`src/hdl/tcr_pkg.sv`:
```
// Package with register numbers, field positions, reset values and frame counts.
package tcr_pkg;
    localparam logic [4:0] REG_STAGE_ENABLES = 5'h01;
    localparam logic [4:0] REG_GAIN_STEP = 5'h03;
    localparam logic [4:0] REG_AMP_BIAS = 5'h04;
    localparam logic [4:0] REG_MIX_SIDEBAND_I = 5'h05;
    localparam logic [4:0] REG_MIX_Q_OFFSET = 5'h06;
    localparam logic [4:0] REG_READ_SELECT = 5'h07;
    localparam logic [4:0] REG_INPHASE_TRIM = 5'h08;
    localparam logic [4:0] REG_QUAD_TRIM = 5'h09;
    // Reset values of each 16-bit register except the read select register.
    localparam logic [15:0] RST_STAGE_ENABLES = 16'hD9FA;
    localparam logic [15:0] RST_GAIN_STEP = 16'h0000;
    localparam logic [15:0] RST_AMP_BIAS = 16'h0FF2;
    localparam logic [15:0] RST_MIX_SIDEBAND_I = 16'h2A00;
    localparam logic [15:0] RST_MIX_Q_OFFSET = 16'hF000;
    localparam logic [15:0] RST_INPHASE_TRIM = 16'hF000;
    localparam logic [15:0] RST_QUAD_TRIM = 16'hF000;
    // Field positions.
    localparam int BIT_SQUARE_DET = 6;
    localparam int BIT_ENVELOPE_OFF = 5;
    localparam int BIT_VGA_ON = 4;
    localparam int BIT_IMAGE_MIXER = 3;
    localparam int BIT_QUAD_LINES = 2;
    localparam int BIT_STEPPED_AMP = 1;
    localparam int BIT_LOWPASS = 0;
    localparam int GAIN_HI = 14;
    localparam int GAIN_LO = 9;
    localparam logic [5:0] GAIN_MAX = 6'h23;
    localparam int SIDEBAND_BIT = 11;
    localparam int POLARITY_BIT = 8;
    // Frame lengths in link clocks.
    localparam logic [5:0] FRAME_BITS = 6'h18;
    localparam logic [5:0] READ_CLOCKS = 6'h30;
    localparam int ADDR_BITS = 3;
    localparam logic [2:0] CHIP_ADDR_DEFAULT = 3'h0;
endpackage

```
`src/hdl/tcr_sync_if.sv`:
```
// Interface carrying synchronised link signals and their edge events.
`timescale 1ns/1ps
interface tcr_sync_if;
    logic select_n;
    logic data_in;
    logic rise;
    logic fall;
    modport src (output select_n, output data_in, output rise, output fall);
    modport dst (input select_n, input data_in, input rise, input fall);
endinterface
```
`src/hdl/tcr_link_sync.sv`:
```
// Two-flop synchronisers for the serial pins plus link clock edge detection.
`timescale 1ns/1ps
module tcr_link_sync (
    input wire logic i_ref_clk,
    input wire logic i_srst,
    input wire logic i_clk,
    input wire logic i_sel_n,
    input wire logic i_din,
    tcr_sync_if.src sync
);
    logic [1:0] clk_s;
    logic [1:0] sel_s;
    logic [1:0] din_s;
    logic clk_d;

    // Each pin passes two flops; clk_d holds the previous synced clock.
    always_ff @(posedge i_ref_clk) begin
        if (i_srst) begin
            clk_s <= 2'h0;
            sel_s <= 2'h3;
            din_s <= 2'h0;
            clk_d <= 1'b0;
        end else begin
            clk_s <= {clk_s[0], i_clk};
            sel_s <= {sel_s[0], i_sel_n};
            din_s <= {din_s[0], i_din};
            clk_d <= clk_s[1];
        end
    end

    // Edge events look only at the second stage.
    assign sync.rise = clk_s[1] & ~clk_d;
    assign sync.fall = ~clk_s[1] & clk_d;
    assign sync.select_n = sel_s[1];
    assign sync.data_in = din_s[1];
endmodule // tcr_link_sync

```
`src/hdl/tcr_regs.sv`:
```
// Serially written control register bank of the transmitter chain.
`timescale 1ns/1ps
module tcr_regs #(
    parameter logic [2:0] CHIP_ADDR = tcr_pkg::CHIP_ADDR_DEFAULT
) (
    input wire logic i_ref_clk,
    input wire logic i_srst,
    input wire logic i_serial_clk,
    input wire logic i_serial_select_n,
    input wire logic i_serial_in,
    output logic o_serial_out,
    output logic o_square_detector_on,
    output logic o_envelope_detector_on,
    output logic o_vga_on,
    output logic o_image_mixer_on,
    output logic o_mixer_quad_lines_on,
    output logic o_stepped_amp_on,
    output logic o_lowpass_stage_on,
    output logic [15:0] o_stage_enables,
    output logic [5:0] o_gain_step_code,
    output logic [1:0] o_amplifier_current,
    output logic [4:0] o_envelope_level,
    output logic [1:0] o_attenuation_bias,
    output logic o_sideband_select,
    output logic o_inphase_offset_pol,
    output logic [7:0] o_inphase_offset_mag,
    output logic o_quad_offset_pol,
    output logic [7:0] o_quad_offset_mag,
    output logic [8:0] o_inphase_phase_trim_val,
    output logic [8:0] o_quad_phase_trim_val
);
    typedef enum logic [1:0] {
        TCR_IDLE = 2'b00,
        TCR_SHIFT = 2'b01,
        TCR_READ = 2'b10
    } tcr_state_t;

    tcr_sync_if sync ();

    tcr_link_sync u_sync (
        .i_ref_clk(i_ref_clk),
        .i_srst(i_srst),
        .i_clk(i_serial_clk),
        .i_sel_n(i_serial_select_n),
        .i_din(i_serial_in),
        .sync(sync)
    );

    tcr_state_t state;
    tcr_state_t next_state;
    logic [23:0] shift;
    logic [5:0] count;
    logic [4:0] read_sel;
    logic [15:0] read_shift;
    logic [15:0] stage_enables;
    logic [15:0] gain_step_control;
    logic [15:0] amp_bias_settings;
    logic [15:0] mixer_sideband_i_offset;
    logic [15:0] mixer_q_offset;
    logic [15:0] inphase_phase_trim;
    logic [15:0] quadrature_phase_trim;
    logic [15:0] read_select_reg;

    // Frame fields and the load decision taken as select returns high.
    wire select_rise;
    wire frame_done;
    wire addr_match;
    wire [4:0] frame_reg;
    wire [15:0] frame_data;
    wire do_load;
    wire read_armed;
    assign select_rise = (state != TCR_IDLE) && sync.select_n;
    assign frame_done = (count == tcr_pkg::FRAME_BITS);
    assign frame_reg = shift[20:16];
    assign frame_data = shift[15:0];
    assign addr_match = (shift[23:21] == CHIP_ADDR);
    assign do_load = (state == TCR_SHIFT) && select_rise && frame_done && addr_match;
    assign read_armed = do_load && (frame_reg == tcr_pkg::REG_READ_SELECT);

    // One load strobe per mapped register; frame_reg makes at most one of them high.
    // Unmapped register numbers raise none of them, so such a frame is dropped.
    wire load_stage = do_load && (frame_reg == tcr_pkg::REG_STAGE_ENABLES);
    wire load_gain = do_load && (frame_reg == tcr_pkg::REG_GAIN_STEP);
    wire load_bias = do_load && (frame_reg == tcr_pkg::REG_AMP_BIAS);
    wire load_sideband = do_load && (frame_reg == tcr_pkg::REG_MIX_SIDEBAND_I);
    wire load_q_offset = do_load && (frame_reg == tcr_pkg::REG_MIX_Q_OFFSET);
    wire load_read_select = do_load && (frame_reg == tcr_pkg::REG_READ_SELECT);
    wire load_itrim = do_load && (frame_reg == tcr_pkg::REG_INPHASE_TRIM);
    wire load_qtrim = do_load && (frame_reg == tcr_pkg::REG_QUAD_TRIM);

    // Selected register for readback; unmapped numbers read as zero.
    logic [15:0] read_word;
    always_comb begin
        unique case (read_sel)
            tcr_pkg::REG_STAGE_ENABLES: read_word = stage_enables;
            tcr_pkg::REG_GAIN_STEP: read_word = gain_step_control;
            tcr_pkg::REG_AMP_BIAS: read_word = amp_bias_settings;
            tcr_pkg::REG_MIX_SIDEBAND_I: read_word = mixer_sideband_i_offset;
            tcr_pkg::REG_MIX_Q_OFFSET: read_word = mixer_q_offset;
            tcr_pkg::REG_READ_SELECT: read_word = read_select_reg;
            tcr_pkg::REG_INPHASE_TRIM: read_word = inphase_phase_trim;
            tcr_pkg::REG_QUAD_TRIM: read_word = quadrature_phase_trim;
            default: read_word = 16'h0000;
        endcase
    end

    // Next state of the frame sequencer.
    always_comb begin
        next_state = state;
        unique case (state)
            TCR_IDLE: begin
                if (!sync.select_n) begin
                    next_state = TCR_SHIFT;
                end
            end
            TCR_SHIFT: begin
                if (read_armed) begin
                    next_state = TCR_READ;
                end else if (sync.select_n) begin
                    next_state = TCR_IDLE;
                end
            end
            TCR_READ: begin
                if (count == tcr_pkg::READ_CLOCKS) begin
                    next_state = TCR_IDLE;
                end
            end
            default: next_state = TCR_IDLE;
        endcase
    end

    // Sequencer state and bit counter; data sampled on link clock rising edges.
    always_ff @(posedge i_ref_clk) begin
        if (i_srst) begin
            state <= TCR_IDLE;
            count <= 6'h00;
            shift <= 24'h00_0000;
        end else begin
            state <= next_state;
            if (state == TCR_IDLE || (state == TCR_SHIFT && read_armed)) begin
                count <= 6'h00;
            end else if (sync.rise && count != 6'h3F) begin
                count <= count + 6'h01;
            end
            if (state == TCR_SHIFT && sync.rise && !sync.select_n) begin
                shift <= {shift[22:0], sync.data_in};
            end
        end
    end

    // Readback shifter: the selected word is presented msb first on falling edges.
    // The link clock idles low, so the first fall of the read phase follows the
    // first rise; the word is loaded on that fall, while the count stands at one.
    always_ff @(posedge i_ref_clk) begin
        if (i_srst) begin
            read_sel <= 5'h00;
            read_shift <= 16'h0000;
            o_serial_out <= 1'b0;
        end else begin
            if (read_armed) begin
                read_sel <= frame_data[15:11];
            end
            if (state == TCR_SHIFT && next_state == TCR_READ) begin
                read_shift <= 16'h0000;
            end else if (state == TCR_READ && count == 6'h01 && sync.fall) begin
                read_shift <= {read_word[14:0], 1'b0};
                o_serial_out <= read_word[15];
            end else if (state == TCR_READ && sync.fall) begin
                read_shift <= {read_shift[14:0], 1'b0};
                o_serial_out <= read_shift[15];
            end else if (state != TCR_READ) begin
                o_serial_out <= 1'b0;
            end
        end
    end

    // Register loads; each register is written whole, reserved bits included.
    always_ff @(posedge i_ref_clk) begin
        if (i_srst) begin
            stage_enables <= tcr_pkg::RST_STAGE_ENABLES;
            gain_step_control <= tcr_pkg::RST_GAIN_STEP;
            amp_bias_settings <= tcr_pkg::RST_AMP_BIAS;
            mixer_sideband_i_offset <= tcr_pkg::RST_MIX_SIDEBAND_I;
            mixer_q_offset <= tcr_pkg::RST_MIX_Q_OFFSET;
            inphase_phase_trim <= tcr_pkg::RST_INPHASE_TRIM;
            quadrature_phase_trim <= tcr_pkg::RST_QUAD_TRIM;
            read_select_reg <= 16'h0000;
        end else begin
            if (load_stage) begin
                stage_enables <= frame_data;
            end
            if (load_gain) begin
                gain_step_control <= frame_data;
            end
            if (load_bias) begin
                amp_bias_settings <= frame_data;
            end
            if (load_sideband) begin
                mixer_sideband_i_offset <= frame_data;
            end
            if (load_q_offset) begin
                mixer_q_offset <= frame_data;
            end
            if (load_read_select) begin
                read_select_reg <= frame_data;
            end
            if (load_itrim) begin
                inphase_phase_trim <= frame_data;
            end
            if (load_qtrim) begin
                quadrature_phase_trim <= frame_data;
            end
        end
    end

    // Field decode of the held registers; the output flops below register these and the whole stage_enables word.
    wire square_field = stage_enables[tcr_pkg::BIT_SQUARE_DET];
    wire envelope_field = ~stage_enables[tcr_pkg::BIT_ENVELOPE_OFF];
    wire vga_field = stage_enables[tcr_pkg::BIT_VGA_ON];
    wire mixer_field = stage_enables[tcr_pkg::BIT_IMAGE_MIXER];
    wire quad_lines_field = stage_enables[tcr_pkg::BIT_QUAD_LINES];
    wire stepped_field = stage_enables[tcr_pkg::BIT_STEPPED_AMP];
    wire lowpass_field = stage_enables[tcr_pkg::BIT_LOWPASS];
    wire [5:0] gain_field = gain_step_control[tcr_pkg::GAIN_HI:tcr_pkg::GAIN_LO];
    wire [1:0] current_field = amp_bias_settings[8:7];
    wire [4:0] level_field = amp_bias_settings[6:2];
    wire [1:0] atten_field = amp_bias_settings[1:0];
    wire sideband_field = mixer_sideband_i_offset[tcr_pkg::SIDEBAND_BIT];
    wire ipol_field = mixer_sideband_i_offset[tcr_pkg::POLARITY_BIT];
    wire [7:0] imag_field = mixer_sideband_i_offset[7:0];
    wire qpol_field = mixer_q_offset[tcr_pkg::POLARITY_BIT];
    wire [7:0] qmag_field = mixer_q_offset[7:0];
    wire [8:0] itrim_field = inphase_phase_trim[8:0];
    wire [8:0] qtrim_field = quadrature_phase_trim[8:0];

    // Registered analog controls decoded from the held registers.
    always_ff @(posedge i_ref_clk) begin
        if (i_srst) begin
            o_stage_enables <= tcr_pkg::RST_STAGE_ENABLES;
            o_square_detector_on <= tcr_pkg::RST_STAGE_ENABLES[tcr_pkg::BIT_SQUARE_DET];
            o_envelope_detector_on <= ~tcr_pkg::RST_STAGE_ENABLES[tcr_pkg::BIT_ENVELOPE_OFF];
            o_vga_on <= tcr_pkg::RST_STAGE_ENABLES[tcr_pkg::BIT_VGA_ON];
            o_image_mixer_on <= tcr_pkg::RST_STAGE_ENABLES[tcr_pkg::BIT_IMAGE_MIXER];
            o_mixer_quad_lines_on <= tcr_pkg::RST_STAGE_ENABLES[tcr_pkg::BIT_QUAD_LINES];
            o_stepped_amp_on <= tcr_pkg::RST_STAGE_ENABLES[tcr_pkg::BIT_STEPPED_AMP];
            o_lowpass_stage_on <= tcr_pkg::RST_STAGE_ENABLES[tcr_pkg::BIT_LOWPASS];
            o_gain_step_code <= 6'h00;
            o_amplifier_current <= 2'h3;
            o_envelope_level <= 5'h1C;
            o_attenuation_bias <= 2'h2;
            o_sideband_select <= 1'b1;
            o_inphase_offset_pol <= 1'b0;
            o_inphase_offset_mag <= 8'h00;
            o_quad_offset_pol <= 1'b0;
            o_quad_offset_mag <= 8'h00;
            o_inphase_phase_trim_val <= 9'h000;
            o_quad_phase_trim_val <= 9'h000;
        end else begin
            o_stage_enables <= stage_enables;
            o_square_detector_on <= square_field;
            o_envelope_detector_on <= envelope_field;
            o_vga_on <= vga_field;
            o_image_mixer_on <= mixer_field;
            o_mixer_quad_lines_on <= quad_lines_field;
            o_stepped_amp_on <= stepped_field;
            o_lowpass_stage_on <= lowpass_field;
            o_gain_step_code <= gain_field;
            o_amplifier_current <= current_field;
            o_envelope_level <= level_field;
            o_attenuation_bias <= atten_field;
            o_sideband_select <= sideband_field;
            o_inphase_offset_pol <= ipol_field;
            o_inphase_offset_mag <= imag_field;
            o_quad_offset_pol <= qpol_field;
            o_quad_offset_mag <= qmag_field;
            o_inphase_phase_trim_val <= itrim_field;
            o_quad_phase_trim_val <= qtrim_field;
        end
    end
endmodule // tcr_regs

```
`config.mk`:
```
export PLATFORM = sky130hd
export DESIGN_NAME = tcr_regs
export DESIGN_NICKNAME = d
export VERILOG_FILES = /design/src/hdl/tcr_pkg.sv /design/src/hdl/tcr_sync_if.sv /design/src/hdl/tcr_link_sync.sv /design/src/hdl/tcr_regs.sv
export SDC_FILE = /design/constraint.sdc
export NUM_CORES = 1
export LEC_CHECK = 0
export CORE_MARGIN = 8
export CORE_UTILIZATION = 37
export CTS_CLUSTER_SIZE = 10
export DETAILED_ROUTE_END_ITERATION = 10
export DONT_BUFFER_PORTS = 1
export HOLD_SLACK_MARGIN = 0.02
export SKIP_CTS_REPAIR_TIMING = 1
export SLEW_MARGIN = 20
export SYNTH_ARGS = -nofsm -noshare
export SYNTH_HDL_FRONTEND = slang
export SYNTH_HIERARCHICAL = 1
export SYNTH_SLANG_ARGS = --single-unit
```
`constraint.sdc`:
```
create_clock -name i_ref_clk -period 6.6 [get_ports i_ref_clk]
set_clock_uncertainty 0.05 [all_clocks]
set_input_delay 0.66 -clock i_ref_clk [delete_from_list [all_inputs] [get_ports i_ref_clk]]
set_output_delay 0.66 -clock i_ref_clk [all_outputs]
set_load 0.005 [all_outputs]
```
==> summary.txt <==
Status
  • Result of the run: completed

Floorplanning
  • Overall die height: 179 um
  • Io pins: 81
  • Die ar.: 32000 um^2
  • Number of placement rows: 59
  • Initial Utilization: 37.7%
  • Die outline width: 179 um
  • Std-Cell Core Area: 26100 um^2

Route
  • Drt wl/cell: 19.8 um
  • DRT Wirelength: 27.5 mm
  • Post-detailed-route count of antenna-violating nets: 0
  • Post-detailed-route DRC marker count: 0
  • Iteration count of the initial detailed-routing pass: 6
  • Vias post-DR: 7605
  • Number of DRC violations after detailed-routing iteration 0: 746
  • Detail-routed via count per cell: 5.48

Power and ir drop
  • Part of the total power dissipated in sequential elements: 51.7%
  • Clock group share of total power: 47.9%
  • Switching power share of the total: 20.1%
  • Leakage Power: 3.72 nW
  • Overall power: 0.00295 W
  • Cell-internal power: 0.00236 W
  • Worst-case vdd ir drop: 247 uV
  • Combinational group share of total power: 0.4%
  • Pwr Density: 278 nW/um^2
  • Net Switching: 0.000594 W

Finish
  • Area of the multi-input gates: 4270 um^2
  • Ratio of cells with drive above 1 in the final layout: 6.93%
  • Most common cell after layout, fill and taps aside: dfxtp_1
  • Register area: 5040 um^2
  • Top library cells by usage in the layout, fill and taps aside: dfxtp_1, nand2_1, a21oi_1
  • Synthesis-to-finish area growth: 8.19%
  • Post-Layout Inst Area: 10600 um^2
  • Register containing the most flip-flops in the final layout: shift
  • Share of the core filled with cells in the final layout: 40.8%
  • Net count of the finished layout: 1059
  • Inserted Diodes: 0
  • Largest register FFs: 24
  • Fillcell total: 2579
  • Fin cells: 1389

Clock network
  • Clock-pin slew reported for the worst setup and hold paths after clock tree synthesis: 0.06 ns
  • Root Buffer: clkbuf_16
  • Source-to-sink clock delay at the later pin of the worst-skew pair: 0.55 ns
  • TritonCTS clock tree: done
  • Longest Clk Path Bufs: 3
  • Clk sink count: 252
  • Total clock buffers created by CTS: 29
  • CTS H-Tree Depth: 1

Global routing
  • Global-route wire length before repair: 41.3 mm
  • Number of global-route vias before repair: 6852
  • Overall overflow remaining after global route: 0
  • Maximum number of pins on one net before global-route repair: 230
  • Global-route usage over all layers: 16.7%
  • Initial antenna violation count: 0

Worst setup path
  • WP data required: 7.00 ns
  • Element type at the critical path start: flop
  • Combined buffer and inverter count along the critical path: 0
  • Crit end category: flop
  • Sequence of cells on the critical path: or3b_1, nor2_1, a222oi_1, and3_1, nor4_1
  • Crit path launch: read_sel[1]
  • Arrival time reported for the critical path endpoint: 3.10 ns
  • Crit Reg-Reg Startpoint: read_sel[1]
  • Worst path max stage delay: 0.80 ns
  • Setup CP Type: flop to flop
  • Max FO, Critical Path: 21
  • CP delay by family, top: simple AND/OR/NAND/NOR gates
  • Slowest-stage cell, CP: nor2_1

Timing
  • Max-slew violation total from the final report: 0
  • Setup repair after global routing missed its margin: no
  • F_max: 0.371 GHz
  • Period utilization: 40.9%
  • Number of setup violations in the final report: 0
  • Slew at the pin with the worst max-slew slack: 1.09 ns
  • Count of final hold-check violations: 0
  • Relative slew margins: 26.5%
  • Post-layout min period: 2.70 ns
  • Setup total negative slack: 0 ns

Synth
  • Distinct cell type count of the synthesized netlist: 62
  • Mean area per synthesized cell: 8.80 um^2
  • Most used flip-flop cell after synthesis: dfxtp_1
  • Number of enable-type register cells in the synthesized netlist: 0
  • Sequential element share of the synthesized area: 51.4%
  • Synthesis Warnings: 6
  • Post-synthesis register bit count: 252
  • Post-synthesis instance area: 9820 um^2
  • Synthesized instance count: 1116
  • Syn nets: 1124
  • Share of async-settable or async-resettable flops after synthesis: 0%

Placement
  • HPWL Detailed: 18.1 mm
  • Cell area reported after detailed placement: 9820 um^2
  • Quantity of I/O buffers inserted on ports: 0
  • Number of placed cells counting well taps: 1355
  • Global placer's final weighted congestion: 0.887

Job
  • Number of max-cap violations: 0

Worst hold path
  • Beginning of the worst hold path: i_srst
  • Min-delay worst type: primary input to flop
-- kinds of logic (layout without fill, tap and decap cells) --
group	Yosys count	count (layout)	share of synthesized area, %
simple gates	501	501	25.7
flops	252	252	51.4
compound gates	215	215	14.0
buf+inv	112	50	5.16
mux	31	31	3.19
fa+ha+maj	3	3	0.382
xor+xnor	2	2	0.178
-- power by group through the flow --
stage / logic, W / registers (W) / clock network, W
5_1_grt: 0.0000139 / 0.00153 / 0.00152
3_5_place_dp: 0.0000127 / 0.00156 / 0
6_report: 0.0000130 / 0.00153 / 0.00141
2_1_floorplan: 0.0000278 / 0.00156 / 0
4_1_cts: 0.0000128 / 0.00153 / 0.00145
3_3_place_gp: 0.0000126 / 0.00156 / 0
-- final timing paths --
check | end | slack, ns | cells after the start
max | read_shift[15] | 3.90 | 5
min | u_sync/clk_d | 0.13 | 1
max reg2reg | read_shift[15] | 3.90 | 5
min reg2reg | u_sync/sel_s[1] | 0.36 | 1
-- synth_stat cells (12+ instances only) --
cell / number / share of area, %
dfxtp_1: 252 / 51
nand2_1: 222 / 8.5
a21oi_1: 106 / 5.4
clkbuf_1: 69 / 2.6
nor2b_1: 67 / 4.3
nor2_1: 53 / 2.0
mux2i_1: 29 / 3.0
and3_1: 25 / 1.6
buf_2: 20 / 1.0
nand3b_1: 20 / 1.5
or2_2: 18 / 1.1
nor3_1: 17 / 0.87
nand2b_1: 15 / 0.96
nand3_1: 14 / 0.71
a211o_1: 12 / 1.1
a221oi_1: 12 / 1.1
o21ai_0: 12 / 0.61
-- metal layers --
metal | part of all wire [%] | global-route usage [%] | routed length, um
met5 | 0 | 0 | 0
met4 | 3.1 | 6.03 | 843
met3 | 8.0 | 3.05 | 2210
met2 | 45 | 25.9 | 12300
met1 | 44 | 22.7 | 12100
-- worst register-to-register path, delay by kind of cell (launching register included) --
family / cells / cell delay (ns)
simple gates: 4 / 1.76
compound gates: 1 / 0.27
flops: 1 / 0.52
-- metrics by stage --
stage,setup WS (ns),hold slack [ns]
6_report,3.90,0.132
5_1_grt,3.76,0.110
4_1_cts,3.90,0.124
3_5_place_dp,3.94,0.349
3_3_place_gp,3.97,0.346
2_1_floorplan,4.52,0.333
-- layout make-up --
class,count,share of cell area [%]
Sequential cell,252,47.5
Multi-Input combinational cell,752,40.2
Clock buffer,32,7.03
Tap cell,335,3.95
Timing Repair Buffer,9,0.636
Clock inverter,2,0.471
Inverter,7,0.247
Power figures use the tool's default switching activity.
